[src/pcsm_regs.vh]
// register map constants for the paged configuration state monitor
//
// Overview of operation
// - page select write switches page, reads back
// - page codes: 0,1,2,3 and 0x0A-0x0D
// - master page 0x7 write ones clears PLL notifies
// - monitor page 0x3 bits 3:0 clear loss
// - monitor page 0x7 write ones clears drift notifies
// - unprogrammed device never wakes subsystems itself
// - master page programming powers up subsystems
// - master state view reads 9, 0, 36
// - monitor state view low nibble 5, 0, 12
// - input state view low five bits 7, 0, 23
// - output state view low five bits 12, 0, 20
// - PLL state view reads 8, 0, 48
// - PLL page 0x04 bit 0 unmasks lock loss
// - PLL page 0x02 bit 0 shows out of lock
// - PLL page 0x17 bit 7 marks free-run holdover
// - with 0xB3 = 0x0D, 0xB9 bit 3 shows holdover
// - sticky notify sets only when mask bit is one
// - master page 0x3 bit 2 clears reference loss
`ifndef PCSM_REGS_VH
`define PCSM_REGS_VH

`define PCSM_PG_MASTER   8'h00
`define PCSM_PG_CLKMON   8'h01
`define PCSM_PG_INPUT    8'h02
`define PCSM_PG_OUTPUT   8'h03
`define PCSM_PG_PLLA     8'h0a
`define PCSM_PG_PLLD     8'h0d

`define PCSM_A_LOCKLIVE  8'h02
`define PCSM_A_LOSS      8'h03
`define PCSM_A_MASK      8'h04
`define PCSM_A_STICKY    8'h07
`define PCSM_A_LOSSMASK  8'h08
`define PCSM_A_OUTERLOOP 8'h17
`define PCSM_A_DBGSEL    8'hb3
`define PCSM_A_HOVIEW    8'hb9
`define PCSM_A_STATE     8'hd0
`define PCSM_A_STATESEL  8'hd1
`define PCSM_A_PWRFORCE  8'he0
`define PCSM_A_PWREN     8'he1
`define PCSM_A_PAGE      8'hff

`define PCSM_SEL_MASTER  8'h40
`define PCSM_SEL_OUTPUT  8'h60
`define PCSM_SEL_PLL     8'h20
`define PCSM_DBG_HOLD    8'h0d
`define PCSM_HO_BIT      3
`define PCSM_FREERUN_BIT 7
`define PCSM_XO_BIT      2

// state codes: program-wait, idle, active per subsystem
`define PCSM_ST_M_PRG    8'h09
`define PCSM_ST_M_ACT    8'h24
`define PCSM_ST_C_PRG    8'h05
`define PCSM_ST_C_ACT    8'h0c
`define PCSM_ST_I_PRG    8'h07
`define PCSM_ST_I_ACT    8'h17
`define PCSM_ST_O_PRG    8'h0c
`define PCSM_ST_O_ACT    8'h14
`define PCSM_ST_P_PRG    8'h08
`define PCSM_ST_P_ACT    8'h30
`define PCSM_ST_IDLE     8'h00

`define PCSM_RST_ZERO    8'h00

`endif

[src/pcsm_reg_bank.v]
// paged register bank with sticky notifies and subsystem state readback
`timescale 1ns/1ps
`default_nettype none
`include "pcsm_regs.vh"

module pcsm_reg_bank (
    input  wire       clk_sys,      // system clock, 250 MHz
    input  wire       rst,          // async reset, active high
    input  wire       nvmProgrammed,// nvm holds a profile
    input  wire       wrStb,        // one-cycle register write strobe
    input  wire       rdStb,        // one-cycle register read strobe
    input  wire [7:0] regAddr,      // register offset within page
    input  wire [7:0] wrData,       // write data
    output reg  [7:0] rdData,       // read data, valid cycle after rdStb
    output reg        rdValid,      // read data valid pulse
    input  wire [3:0] inputLoss,    // live input absent per input
    input  wire [7:0] driftLive,    // live coarse[7:4] / fine[3:0] drift
    input  wire       refLoss,      // live internal reference loss
    input  wire [3:0] pllUnlocked,  // live lock loss per PLL
    input  wire [3:0] pllHoldover,  // live holdover per PLL
    input  wire [3:0] pllFreeRun,   // PLL outer loop disabled
    input  wire       cfgDone,      // host marks programming complete
    output wire [6:0] subsysPowered // power of input..PLL D subsystems
);

    // one-hot main states
    localparam [2:0] S_IDLE = 3'b001;
    localparam [2:0] S_PRG  = 3'b010;
    localparam [2:0] S_ACT  = 3'b100;

    reg  [7:0] page;
    reg  [2:0] mainState;
    reg  [7:0] stateSel [0:7];
    reg  [7:0] pllMask  [0:3];
    reg  [7:0] dbgSel   [0:3];
    reg  [7:0] lossMask;
    reg  [7:0] driftMask;
    reg  [7:0] stickyPll;   // lock loss [3:0], holdover [7:4]
    reg  [3:0] stickyLoss;
    reg        stickyRef;
    reg  [7:0] driftSticky;
    reg  [6:0] pwrForce;
    reg  [6:0] pwrEn;
    reg  [7:0] next_rdData;
    reg  [7:0] stView;
    reg  [2:0] slot;
    integer    i;
    integer    j;           // loop index of the combinational mask gate

    wire isMaster = (page == `PCSM_PG_MASTER);
    wire isClkmon = (page == `PCSM_PG_CLKMON);
    wire isPll    = (page >= `PCSM_PG_PLLA) && (page <= `PCSM_PG_PLLD);
    wire [1:0] pllIdx = page[1:0] - 2'h2;
    wire wrHit = wrStb;

    // subsystems wake only from master page programming of pwrForce and pwrEn
    assign subsysPowered = pwrForce & pwrEn;

    // slot of the page for per-page selector storage
    always @* begin
        slot = 3'h0;
        if (isPll)
            slot = {1'b1, pllIdx};
        else if (page <= `PCSM_PG_OUTPUT)
            slot = page[2:0];
    end

    // master state machine: idle for one cycle, then program-wait until nvm or host programming
    always @(posedge clk_sys or posedge rst) begin
        if (rst) begin
            mainState <= S_IDLE;
        end else begin
            case (mainState)
                S_IDLE: begin
                    mainState <= S_PRG;
                end
                S_PRG: begin
                    if (nvmProgrammed || cfgDone)
                        mainState <= S_ACT;
                end
                S_ACT: begin
                    mainState <= S_ACT;
                end
                default: begin
                    mainState <= S_IDLE;
                end
            endcase
        end
    end

    // subsystem state follows master once nvm is programmed or any pwrEn bit is set
    function [7:0] pick;
        input [2:0] st;
        input [7:0] prg;
        input [7:0] act;
        begin
            case (st)
                S_PRG:   pick = prg;
                S_ACT:   pick = act;
                default: pick = `PCSM_ST_IDLE;
            endcase
        end
    endfunction

    wire [2:0] slaveSt = (nvmProgrammed || pwrEn != 7'h00) ?
                         mainState : S_IDLE;

    // state view: valid only for the documented selector value
    always @* begin
        stView = `PCSM_ST_IDLE;
        case (page)
            `PCSM_PG_MASTER: if (stateSel[0] == `PCSM_SEL_MASTER)
                stView = pick(mainState, `PCSM_ST_M_PRG,
                              `PCSM_ST_M_ACT);
            `PCSM_PG_CLKMON: if (stateSel[1] == `PCSM_SEL_MASTER)
                stView = pick(slaveSt, `PCSM_ST_C_PRG,
                              `PCSM_ST_C_ACT);
            `PCSM_PG_INPUT: if (stateSel[2] == `PCSM_SEL_MASTER)
                stView = pick(slaveSt, `PCSM_ST_I_PRG,
                              `PCSM_ST_I_ACT);
            `PCSM_PG_OUTPUT: if (stateSel[3] == `PCSM_SEL_OUTPUT)
                stView = pick(slaveSt, `PCSM_ST_O_PRG,
                              `PCSM_ST_O_ACT);
            default: if (isPll && stateSel[slot] == `PCSM_SEL_PLL)
                stView = pick(slaveSt, `PCSM_ST_P_PRG,
                              `PCSM_ST_P_ACT);
        endcase
    end

    // read mux; unmapped offsets read zero
    always @* begin
        next_rdData = `PCSM_RST_ZERO;
        case (regAddr)
            `PCSM_A_PAGE:     next_rdData = page;
            `PCSM_A_STATESEL: next_rdData = stateSel[slot];
            `PCSM_A_STATE:    next_rdData = stView;
            default: begin
                if (isMaster) begin
                    if (regAddr == `PCSM_A_STICKY)
                        next_rdData = stickyPll;
                    if (regAddr == `PCSM_A_LOSS)
                        next_rdData = {5'h00, stickyRef, 2'h0};
                    if (regAddr == `PCSM_A_PWRFORCE)
                        next_rdData = {1'b0, pwrForce};
                    if (regAddr == `PCSM_A_PWREN)
                        next_rdData = {1'b0, pwrEn};
                end else if (isClkmon) begin
                    if (regAddr == `PCSM_A_LOSS)
                        next_rdData = {4'h0, stickyLoss};
                    if (regAddr == `PCSM_A_STICKY)
                        next_rdData = driftSticky;
                    if (regAddr == `PCSM_A_LOSSMASK)
                        next_rdData = driftMask;
                end else if (isPll) begin
                    if (regAddr == `PCSM_A_LOCKLIVE)
                        next_rdData = {7'h00, pllUnlocked[pllIdx]};
                    if (regAddr == `PCSM_A_MASK)
                        next_rdData = pllMask[pllIdx];
                    if (regAddr == `PCSM_A_OUTERLOOP)
                        next_rdData = {pllFreeRun[pllIdx], 7'h00};
                    if (regAddr == `PCSM_A_DBGSEL)
                        next_rdData = dbgSel[pllIdx];
                    if (regAddr == `PCSM_A_HOVIEW &&
                        dbgSel[pllIdx] == `PCSM_DBG_HOLD)
                        next_rdData = {4'h0, pllHoldover[pllIdx] |
                                       pllFreeRun[pllIdx], 3'h0};
                end
            end
        endcase
    end

    // read data registered one cycle after the strobe
    always @(posedge clk_sys or posedge rst) begin
        if (rst) begin
            rdData  <= `PCSM_RST_ZERO;
            rdValid <= 1'b0;
        end else begin
            rdValid <= rdStb;
            if (rdStb)
                rdData <= next_rdData;
        end
    end

    // configuration writes
    always @(posedge clk_sys or posedge rst) begin
        if (rst) begin
            page      <= `PCSM_PG_MASTER;
            lossMask  <= `PCSM_RST_ZERO;
            driftMask <= `PCSM_RST_ZERO;
            pwrForce  <= 7'h00;
            pwrEn     <= 7'h00;
            for (i = 0; i < 8; i = i + 1)
                stateSel[i] <= `PCSM_RST_ZERO;
            for (i = 0; i < 4; i = i + 1) begin
                pllMask[i] <= `PCSM_RST_ZERO;
                dbgSel[i]  <= `PCSM_RST_ZERO;
            end
        end else if (wrHit) begin
            if (regAddr == `PCSM_A_PAGE)
                page <= wrData;
            if (regAddr == `PCSM_A_STATESEL)
                stateSel[slot] <= wrData;
            if (isMaster && regAddr == `PCSM_A_PWRFORCE)
                pwrForce <= wrData[6:0];
            if (isMaster && regAddr == `PCSM_A_PWREN)
                pwrEn <= wrData[6:0];
            if (isMaster && regAddr == `PCSM_A_LOSSMASK)
                lossMask <= wrData;
            if (isClkmon && regAddr == `PCSM_A_LOSSMASK)
                driftMask <= wrData;
            if (isPll && regAddr == `PCSM_A_MASK)
                pllMask[pllIdx] <= wrData;
            if (isPll && regAddr == `PCSM_A_DBGSEL)
                dbgSel[pllIdx] <= wrData;
        end
    end

    // unmask gates of the pll sticky bits
    reg [7:0] pllEnable;
    always @* begin
        pllEnable = 8'h00;
        for (j = 0; j < 4; j = j + 1) begin
            pllEnable[j]   = pllMask[j][0];
            pllEnable[j+4] = pllMask[j][`PCSM_HO_BIT-1];
        end
    end

    wire clrPll   = wrHit && isMaster && regAddr == `PCSM_A_STICKY;
    wire clrRef   = wrHit && isMaster && regAddr == `PCSM_A_LOSS;
    wire clrLoss  = wrHit && isClkmon && regAddr == `PCSM_A_LOSS;
    wire clrDrift = wrHit && isClkmon && regAddr == `PCSM_A_STICKY;
    wire [7:0] pllEv = {pllHoldover, pllUnlocked} & pllEnable;

    // sticky bits: set wins over a same-cycle clear; zero writes keep
    always @(posedge clk_sys or posedge rst) begin
        if (rst) begin
            stickyPll   <= `PCSM_RST_ZERO;
            stickyLoss  <= 4'h0;
            stickyRef   <= 1'b0;
            driftSticky <= `PCSM_RST_ZERO;
        end else begin
            stickyPll <= (stickyPll & ~(clrPll ? wrData : 8'h00))
                         | pllEv;
            stickyLoss <= (stickyLoss & ~(clrLoss ? wrData[3:0] : 4'h0))
                          | (inputLoss & driftMask[3:0]);
            stickyRef <= (stickyRef &
                          ~(clrRef & wrData[`PCSM_XO_BIT]))
                         | (refLoss & lossMask[`PCSM_XO_BIT + 2]);
            driftSticky <= (driftSticky & ~(clrDrift ? wrData : 8'h00))
                           | (driftLive & driftMask);
        end
    end

endmodule // pcsm_reg_bank
`default_nettype wire

[config.mk]
export PLATFORM = sky130hd
export DESIGN_NAME = pcsm_reg_bank
export DESIGN_NICKNAME = d
export VERILOG_FILES = /design/src/pcsm_reg_bank.v
export VERILOG_INCLUDE_DIRS = /design/src
export SDC_FILE = /design/constraint.sdc
export NUM_CORES = 1
export LEC_CHECK = 0
export ABC_AREA = 1
export BUFFER_PORTS_ARGS = -buffer_cell sky130_fd_sc_hd__buf_2
export CAP_MARGIN = 30
export CORE_UTILIZATION = 55
export DETAILED_ROUTE_END_ITERATION = 12
export HOLD_SLACK_MARGIN = 0.03
export PLACE_DENSITY_LB_ADDON = 0.08
export SETUP_SLACK_MARGIN = 0.3
export SYNTH_ARGS = -nofsm -noshare
export SYNTH_HDL_FRONTEND = slang
export SYNTH_SLANG_ARGS = --single-unit
[constraint.sdc]
create_clock -name clk_sys -period 8.9 [get_ports clk_sys]
set_clock_uncertainty 0.05 [all_clocks]
set_input_delay 0 -clock clk_sys [delete_from_list [all_inputs] [get_ports clk_sys]]
set_output_delay 0 -clock clk_sys [all_outputs]
set_load 0.05 [all_outputs]
==> results.cfg, run 1 <==
[worst_setup_path]
arrival_ns = 3.78
cp.depth = 8
path_class = reg2reg
crit_buf_inv = 3
critPathMaxFanout = 19
cp_top_family = simple AND/OR/NAND/NOR gates
critPathLaunchType = register
crit_chain = nor2_2, inv_1, nor2_2, inv_1, nor2_1, nand3_1, a22o_1, dlygate4sd3_1
critPathSlowestCell = nor2_2
crit_path_end_kind = register
r2r.worst_path.cells = 8
cp_data_required_time_ns = 9.18
rrSetupSlack_ns = 5.40
critPathMaxStageDelay_ns = 0.80

[floorplanning]
die_w_um = 134
start_util_pct = 57.1
core_area_um2 = 16800
die-area_um2 = 17900
io_pins = 63
die_y_um = 134
rows = 47

[sta]
slew_headroom_pct = 30.8
tns_ns = 0
period_minus_slack_ns = 3.50
drv_slew = 0
finalHoldViolCount = 0
hold_slack_ns = 0.0675
tightest_slew_ns = 1.03
fmax_mhz = 286
fin_crit_sh_pct = 39.3
rsz0062_at_grt = false
setup_violations = 0

[drt]
firstDrtPassIters = 5
drt_iter0_markers = 1019
wirelength_um = 26800
route.detailed.drc = 0
vias_per_cell = 5.77
ant_nets = 0
wl_per_cell_um = 17.8
vias = 8684

[power]
p_per_area_nw_per_um2 = 175
peakVddDrop_uv = 161
p_comb_share_pct = 11.5
p_sw_uw = 542
clockPowerShare_pct = 40.8
leakage_uw = 0.00519
swShare_pct = 28.6
p_int_uw = 1350
power_uw = 1900
seq_power_share_pct = 47.7

[clocking]
cts_tree = done
path_clk_slew_ns = 0.07
cts-root-buf = clkbuf_16
post_cts_buffers = 0
clk_path_buf_depth = 2
clk_latency_ns = 0.44
cts_buffers = 17
post_cts_resized = 0
cts_hold_buf = 30
htree_levels = 4
cts_sinks = 192

[synthesis]
ys_ff_latch = 192
synth_cell_types = 52
syn_inst = 1211
synth_seq_area_share_pct = 50.2
syn_avg_cell_area_um2 = 7.90
yosysWarnings = 0
syn_area_um2 = 9560
async_flop_share_pct = 100
ys.flop_type = dfrtp_1
synth_nets = 1258
synth_edf_count = 0

[final_layout]
design_area_um2 = 10800
final_common_cell = nand2_1
diodes = 0
most-common-layout-cells = 403 x nand2_1, 196 x o21ai_0, 191 x dfrtp_1, 114 x inv_1, 62 x buf_2
drive_gt1_share_pct = 10.1
multi_input_area_um2 = 4050
seq_area_um2 = 4810
num-nets-final = 1319
syn2layout_area_growth_pct = 13.2
fillers = 1486
final_util_pct = 64.6

[global_routing]
grt_pass1_vias = 7988
antenna_found_initial = 0
grt_pass1_wl_um = 43000
grt_max_degree = 130
grt_util_all_layers_pct = 31.5
grt-ovfl-total = 0

[placed_design]
hpwl_um = 18200
place.gp.congestion = 0.947
numPortBuffers = 62
place_area_um2 = 9920

[outcome]
outcome = completed

[hold_path]
min_path_type = in2reg
holdPathStages = 5

[job]
cap_violations = 0
[registers in the layout, indices dropped and copies added, names as in the netlist, 7 cells and up]
register     count
rdData           8
stickyPll        8
dbgSel          32
stateSel        64
pllEnable        8
page             8
pllMask         24
driftMask        8
pwrForce         7
driftSticky      8
pwrEn            7
[final timing paths]
path / endpoint / start
worst min-delay path: rdData[7]$_DFFE_PP0P_ / regAddr[2]
max in group asynchronous: pwrEn[0]$_DFFE_PP0P_ / rst
min in group asynchronous: stateSel[33]$_DFFE_PP0P_ / rst
worst max register to register: stickyRef$_DFF_PP0_ / page[0]$_DFFE_PP0P_
worst max-delay path: stickyRef$_DFF_PP0_ / page[0]$_DFFE_PP0P_
worst min register to register: rdData[0]$_DFFE_PP0P_ / rdData[0]$_DFFE_PP0P_
[cell families after synthesis]
logic type             Yosys count  share of synthesized area [%]
AND/OR/NAND/NOR                557                           24.7
flip-flops                     192                           50.2
AO/OA/AOI/OAI                  290                           17.7
buffers and inverters          172                           7.37
[synth_stat cells, types with 5 or more instances]
cell,number,area (µm²)
a21oi_1,9,45.0
a221oi_1,11,96.3
a22oi_1,16,120
a31oi_1,7,43.8
buf_6,6,67.6
clkbuf_1,41,154
dfrtp_1,191,4780
inv_1,115,432
nand2_1,403,1510
nand3_1,60,300
nand4_1,8,50.1
nor2_1,35,131
nor2_2,11,68.8
nor3_1,18,90.1
o211ai_1,14,105
o21ai_0,196,981
o22ai_1,5,31.3
[worst reg2reg max path, stage by stage, from the launching register on]
cell and delay [ns]:
dfrtp_1 0.63, nor2_2 0.80, inv_1 0.24, nor2_2 0.41, inv_1 0.14, nor2_1 0.27, nand3_1 0.11, a22o_1 0.20
dlygate4sd3_1 0.54
[cell type report]
cell class	count	area share (%)
clock inverters	14	1.35
clock buffers	18	4.06
multi-input cells	847	37.4
repair buffers	94	5.96
inverters	120	4.27
flip-flops and latches	192	44.4
well taps	220	2.54
[metrics by stage]
step	setup slack (ns)	cells
2_1_floorplan	3.62	1211
3_3_place_gp	5.80	1442
3_5_place_dp	5.69	1442
4_1_cts	5.46	1504
5_1_grt	5.21	1505
6_report	5.40	1505
[routing by layer]
layer / part of all wire, % / vias to the layer above / GRT usage [%]
met2: 45 / 349 / 47.6
met1: 46 / 4177 / 46.8
li1: - / 4121 / -
met5: 0 / - / 0
met4: 1.7 / 0 / 9.53
met3: 6.8 / 37 / 4.69
[power groups by stage]
stage | Clock [µW] | Combinational [µW] | Sequential, µW
after global routing | 810 | 240 | 906
after CTS | 775 | 214 | 904
after detailed placement | 0 | 203 | 921
after global placement | 0 | 202 | 921
final | 775 | 218 | 905
after floorplan | 0 | 146 | 919
(Power assumes the default switching activity.)
==> inputs of run 2 (changes only) <==
- clock period: 8.9 -> 3.1 ns (I/O delays scaled with it)
==> run 2 against run 1 <==
Effect of this change: maximum frequency is 36% higher; global-route usage is 2.0 points higher; critical path type unchanged; setup slack worse by 4.9 ns; critical endpoint is now rdData[5]$_DFFE_PP0P_; sequential share of layout area is 0.92 points lower; largest cell class unchanged; core utilization is 1.4 points higher; design area is 2.1% higher.
==> results.cfg, run 2 (synthesis gave the netlist of run 1 again) <==
[final_layout]
reg.largest.list = stateSel (64), dbgSel (32), pllMask (24)
drive_gt1_share_pct = 11.9
top_register = stateSel
syn2layout_area_growth_pct = 15.6
largest_reg_flops = 64
most-common-layout-cells = 403 x nand2_1, 196 x o21ai_0, 190 x dfrtp_1, 114 x inv_1, 62 x buf_2
diodes = 0
design_area_um2 = 11100
final_common_cell = nand2_1
stdcell_count = 1527
num-nets-final = 1342

[worst_setup_path]
arrival_ns = 2.90
path_class = reg2reg
critPathMaxFanout = 18
critPathLaunchType = register
cp_data_required_time_ns = 3.43
crit_path_end_kind = register
r2r.worst_path.cells = 18

[clocking]
clk_latency_ns = 0.44
clk_path_buf_depth = 2
path_clk_slew_ns = 0.08
cts_tree = done
cts_sinks = 192
htree_levels = 4
cts-root-buf = clkbuf_16
cts_buffers = 17

[placed_design]
place_inst = 1458
place_ws_ns = 0.347
place.gp.congestion = 0.959
numPortBuffers = 62
place_area_um2 = 10100
hpwl_um = 19300

[floorplanning]
start_util_pct = 57.1
rows = 47
die_w_um = 134
die-area_um2 = 17900
core_area_um2 = 16800
die_y_um = 134
io_pins = 63

[sta]
timing.final.ws_setup_ns = 0.535
fin_crit_sh_pct = 82.7
hold_slack_ns = 0.0503
fmax_mhz = 390
slew_headroom_pct = 31.7
drv_slew = 0
tightest_slew_ns = 1.02
tns_ns = 0
rsz0062_at_grt = false
finalHoldViolCount = 0
period_minus_slack_ns = 2.57
setup_violations = 0

[global_routing]
grt_util_all_layers_pct = 33.5
antenna_found_initial = 0
grt-ovfl-total = 0
grt_max_degree = 70
grt_pass1_wl_um = 45500
grt_pass1_vias = 8347

[drt]
vias_per_cell = 5.79
wl_per_cell_um = 18.7
drt_iter0_markers = 965
route.detailed.drc = 0
vias = 8848
firstDrtPassIters = 6
ant_nets = 0
wirelength_um = 28500

[job]
cap_violations = 0

[power]
peakVddDrop_uv = 450
leakage_uw = 0.00532
p_per_area_nw_per_um2 = 498

[outcome]
outcome = completed

[hold_path]
min_path_type = in2async
run 2: cell types whose count changed in the layout (fill, tap and decap cells not counted), moves of 2 or more:
cell,change
buf_4,+19
clkinv_4,-2
buf_12,+5
inv_8,-2
inv_6,+2
run 2: worst paths after layout:
path / slack (ns) / endpoint / start
setup / recovery: 0.53 / rdData[5]$_DFFE_PP0P_ / page[5]$_DFFE_PP0P_
hold / removal: 0.05 / stateSel[47]$_DFFE_PP0P_ / rst
setup reg to reg: 0.53 / rdData[5]$_DFFE_PP0P_ / page[5]$_DFFE_PP0P_
hold reg to reg: 0.44 / stateSel[31]$_DFFE_PP0P_ / stateSel[31]$_DFFE_PP0P_
max in group asynchronous: 2.21 / mainState[0]$_DFFE_PP1P_ / rst
min in group clk_sys: 0.11 / rdData[0]$_DFFE_PP0P_ / regAddr[2]
run 2: final cells by class:
| cell class | count | area (µm²) |
|---|---|---|
| timing repair buffer | 116 | 851 |
| multi-input combinational | 848 | 4090 |
| fill | 1507 | 5700 |
| inverter | 120 | 459 |
| sequential | 192 | 4810 |
| clock inverter | 13 | 144 |
| tap | 220 | 275 |
| clock buffer | 18 | 439 |
run 2: what timing repair did:
item / in CTS / in global routing
setup endpoints to repair: 0 / 14
buffers inserted: 0 / 8
endpoints found under the hold margin: 227 / 0
resized for setup: 0 / 5
hold buffers: 29 / 0
run 2: critical path, stage by stage, from the launching register on:
cell and delay (ns):
dfrtp_1 0.43, nor2_2 0.17, nand2_2 0.12, nor2_2 0.15
nand2_4 0.13, nand2_8 0.13, nand2_8 0.10, or2_1 0.23
o211ai_1 0.09, nand2_1 0.09, nor2_2 0.16, nand2_1 0.08
nor2_2 0.13, nand3_1 0.10, nand2_1 0.11, nand2_1 0.05
nand2_1 0.05, nand2_1 0.05, nand2_1 0.05
run 2: stage by stage:
stage,util [%],power [µW]
CTS,65.3,5460
global route,66.0,5690
global placement,60.1,3240
finish,66.0,5510
detailed placement,60.1,3240
floorplan,-,3060
run 2: per-layer routing:
metal,wire length [µm],vias to the layer above,track usage [%],share of wire (%)
li1,-,4175,-,-
met1,12700,4251,48.5,44
met2,13100,378,50.8,46
met3,2230,44,7.07,7.8
met4,529,0,9.85,1.9
met5,0,-,0,0
run 2: report_power, final:
| part | switching [µW] | total, µW | internal (µW) | leakage, µW |
|---|---|---|---|---|
| combinational | 473 | 692 | 219 | 0.00240 |
| sequential | 38.9 | 2590 | 2550 | 0.00264 |
| clock | 1060 | 2220 | 1160 | 0.000283 |
==> inputs of run 3 (changes only) <==
- clock period: 3.1 -> 2.44 ns (I/O delays scaled with it)
==> run 3 against run 2 <==
Effect of this change: the run now ends with setup timing left; flip-flop and latch count unchanged; combinational power up 58%; design area up 11%; largest cell class unchanged; clock-buffer cell count down 1; clock power up 30%; register-to-register slack worse by 0.60 ns; sequential power up 27%; wire length up 7.3%; via count up 6.0%; worst hold slack better by 0.017 ns; largest power group unchanged.
==> results.cfg, run 3 (synthesis gave the netlist of run 1 again) <==
[worst_setup_path]
rrSetupSlack_ns = -0.07
cp_data_required_time_ns = 2.77
timing.rr.end = rdData[0]$_DFFE_PP0P_
r2r.worst_path.cells = 14
critPathMaxFanout = 8
critPathLaunchType = register
path_class = reg2reg
r2r-start = page[5]$_DFFE_PP0P_
arrival_ns = 2.84
crit_path_end_kind = register

[final_layout]
stdcell_count = 1599
largest_reg_flops = 64
top_register = stateSel
final_common_cell = nand2_1
reg.largest.list = stateSel (64), dbgSel (32), pllMask (24)
fillers = 1306
most-common-layout-cells = 348 x nand2_1, 189 x dfrtp_1, 147 x o21ai_0, 110 x inv_1
syn2layout_area_growth_pct = 28.3
design_area_um2 = 12300
num-nets-final = 1413
drive_gt1_share_pct = 23.1
diodes = 0

[floorplanning]
rows = 47
io_pins = 63
die_y_um = 134
die_w_um = 134
start_util_pct = 57.1
core_area_um2 = 16800
die-area_um2 = 17900

[clocking]
cts-root-buf = clkbuf_16
clk_path_buf_depth = 2
clk_latency_ns = 0.45
cts_tree = done
htree_levels = 4
path_clk_slew_ns = 0.08
cts_sinks = 192
cts_buffers = 17

[global_routing]
grt_max_degree = 138
grt_pass1_wl_um = 46500
grt_pass1_vias = 8689
antenna_found_initial = 0
grt-ovfl-total = 0
grt_util_all_layers_pct = 34.2

[drt]
vias_per_cell = 5.87
ant_nets = 0
wirelength_um = 30600
firstDrtPassIters = 6
vias = 9380
drt_iter0_markers = 1268
wl_per_cell_um = 19.2
route.detailed.drc = 0

[sta]
fmax_mhz = 399
finalHoldViolCount = 0
timing.final.ws_setup_ns = -0.0690
fin_crit_sh_pct = 103
slew_headroom_pct = 28.6
tightest_slew_ns = 1.07
rsz0062_at_grt = true
period_minus_slack_ns = 2.51
setup_violations = 2
drv_slew = 0

[hold_path]
min_from = wrData[4]
holdPathStages = 4
min_path_type = in2reg
hold-path-endpoint = lossMask[4]$_DFFE_PP0P_

[job]
cap_violations = 0

[placed_design]
numPortBuffers = 62
place_area_um2 = 10300
place_inst = 1494
place.gp.congestion = 0.915
hpwl_um = 19300

[outcome]
failed_checks = setup timing
outcome = finished, violations left

[power]
leakage_uw = 0.00587
p_per_area_nw_per_um2 = 592
peakVddDrop_uv = 671
-- run 3: stage by stage --
stage | power (µW) | TNS (ns) | utilization, % | worst slack (ns) | hold slack (ns)
5_1_grt | 7490 | -0.827 | 73.2 | -0.249 | 0.101
3_5_place_dp | 4170 | -0.0953 | 61.6 | -0.0469 | -0.162
3_3_place_gp | 4160 | 0 | 61.6 | 0.00967 | -0.162
4_1_cts | 7110 | 0 | 68.8 | 0.0881 | 0.0523
2_1_floorplan | 3890 | -16.35 | - | -0.0856 | -0.0186
6_report | 7270 | -0.0905 | 73.2 | -0.0690 | 0.0672
-- run 3: what timing repair did --
action | in CTS | in global routing
pin swaps | 12 | 40
setup buffers | 11 | 17
hold endpoints to repair | 227 | 0
endpoints found under the setup margin | 126 | 167
gates cloned | 4 | 9
resized for setup | 42 | 178
hold buffers | 32 | 0
-- run 3: critical path: stages, from the launching register on --
cell     delay, ns
dfrtp_1       0.40
nor2_2        0.15
nand2_2       0.13
nor2_4        0.12
nand2_4       0.11
buf_12        0.15
a21oi_4       0.27
buf_4         0.17
nand3_2       0.07
a21oi_2       0.19
nor2_2        0.07
buf_4         0.13
o31ai_2       0.21
nand3_1       0.13
nand2_1       0.08
-- run 3: final cells by class --
class | count | area [µm²] | share of cell area, %
repair buffers | 180 | 1430 | 11.6
clock inverters | 15 | 173 | 1.41
inverters | 120 | 472 | 3.84
clock buffers | 17 | 425 | 3.47
flip-flops and latches | 192 | 4810 | 39.2
multi-input cells | 855 | 4690 | 38.2
well taps | 220 | 275 | 2.24
-- run 3: power breakdown --
part	switching (µW)	internal (µW)	total [µW]
Combinational	710	375	1090
Clock	1420	1470	2890
Sequential	49.5	3240	3290
-- run 3: worst max-delay path by stage --
stage	from	to	slack [ns]	cells past startpoint
final	page[5]$_DFFE_PP0P_	rdData[0]$_DFFE_PP0P_	-0.07	14
after detailed placement	page[1]$_DFFE_PP0P_	rdData[3]$_DFFE_PP0P_	-0.05	13
after CTS	page[5]$_DFFE_PP0P_	rdData[4]$_DFFE_PP0P_	0.09	19
after global routing	page[7]$_DFFE_PP0P_	rdData[4]$_DFFE_PP0P_	-0.25	19
after floorplan	rst	dbgSel[0]$_DFFE_PP0P_	-0.09	1
after global placement	page[1]$_DFFE_PP0P_	rdData[3]$_DFFE_PP0P_	0.01	13
-- run 3: metal layers --
layer / up-vias / global-route usage (%) / wire length, µm
met3: 70 / 6.61 / 2520
met4: 0 / 12.6 / 817
met2: 457 / 51.1 / 14000
met5: - / 0 / 0
li1: 4329 / - / -
met1: 4524 / 49.5 / 13300
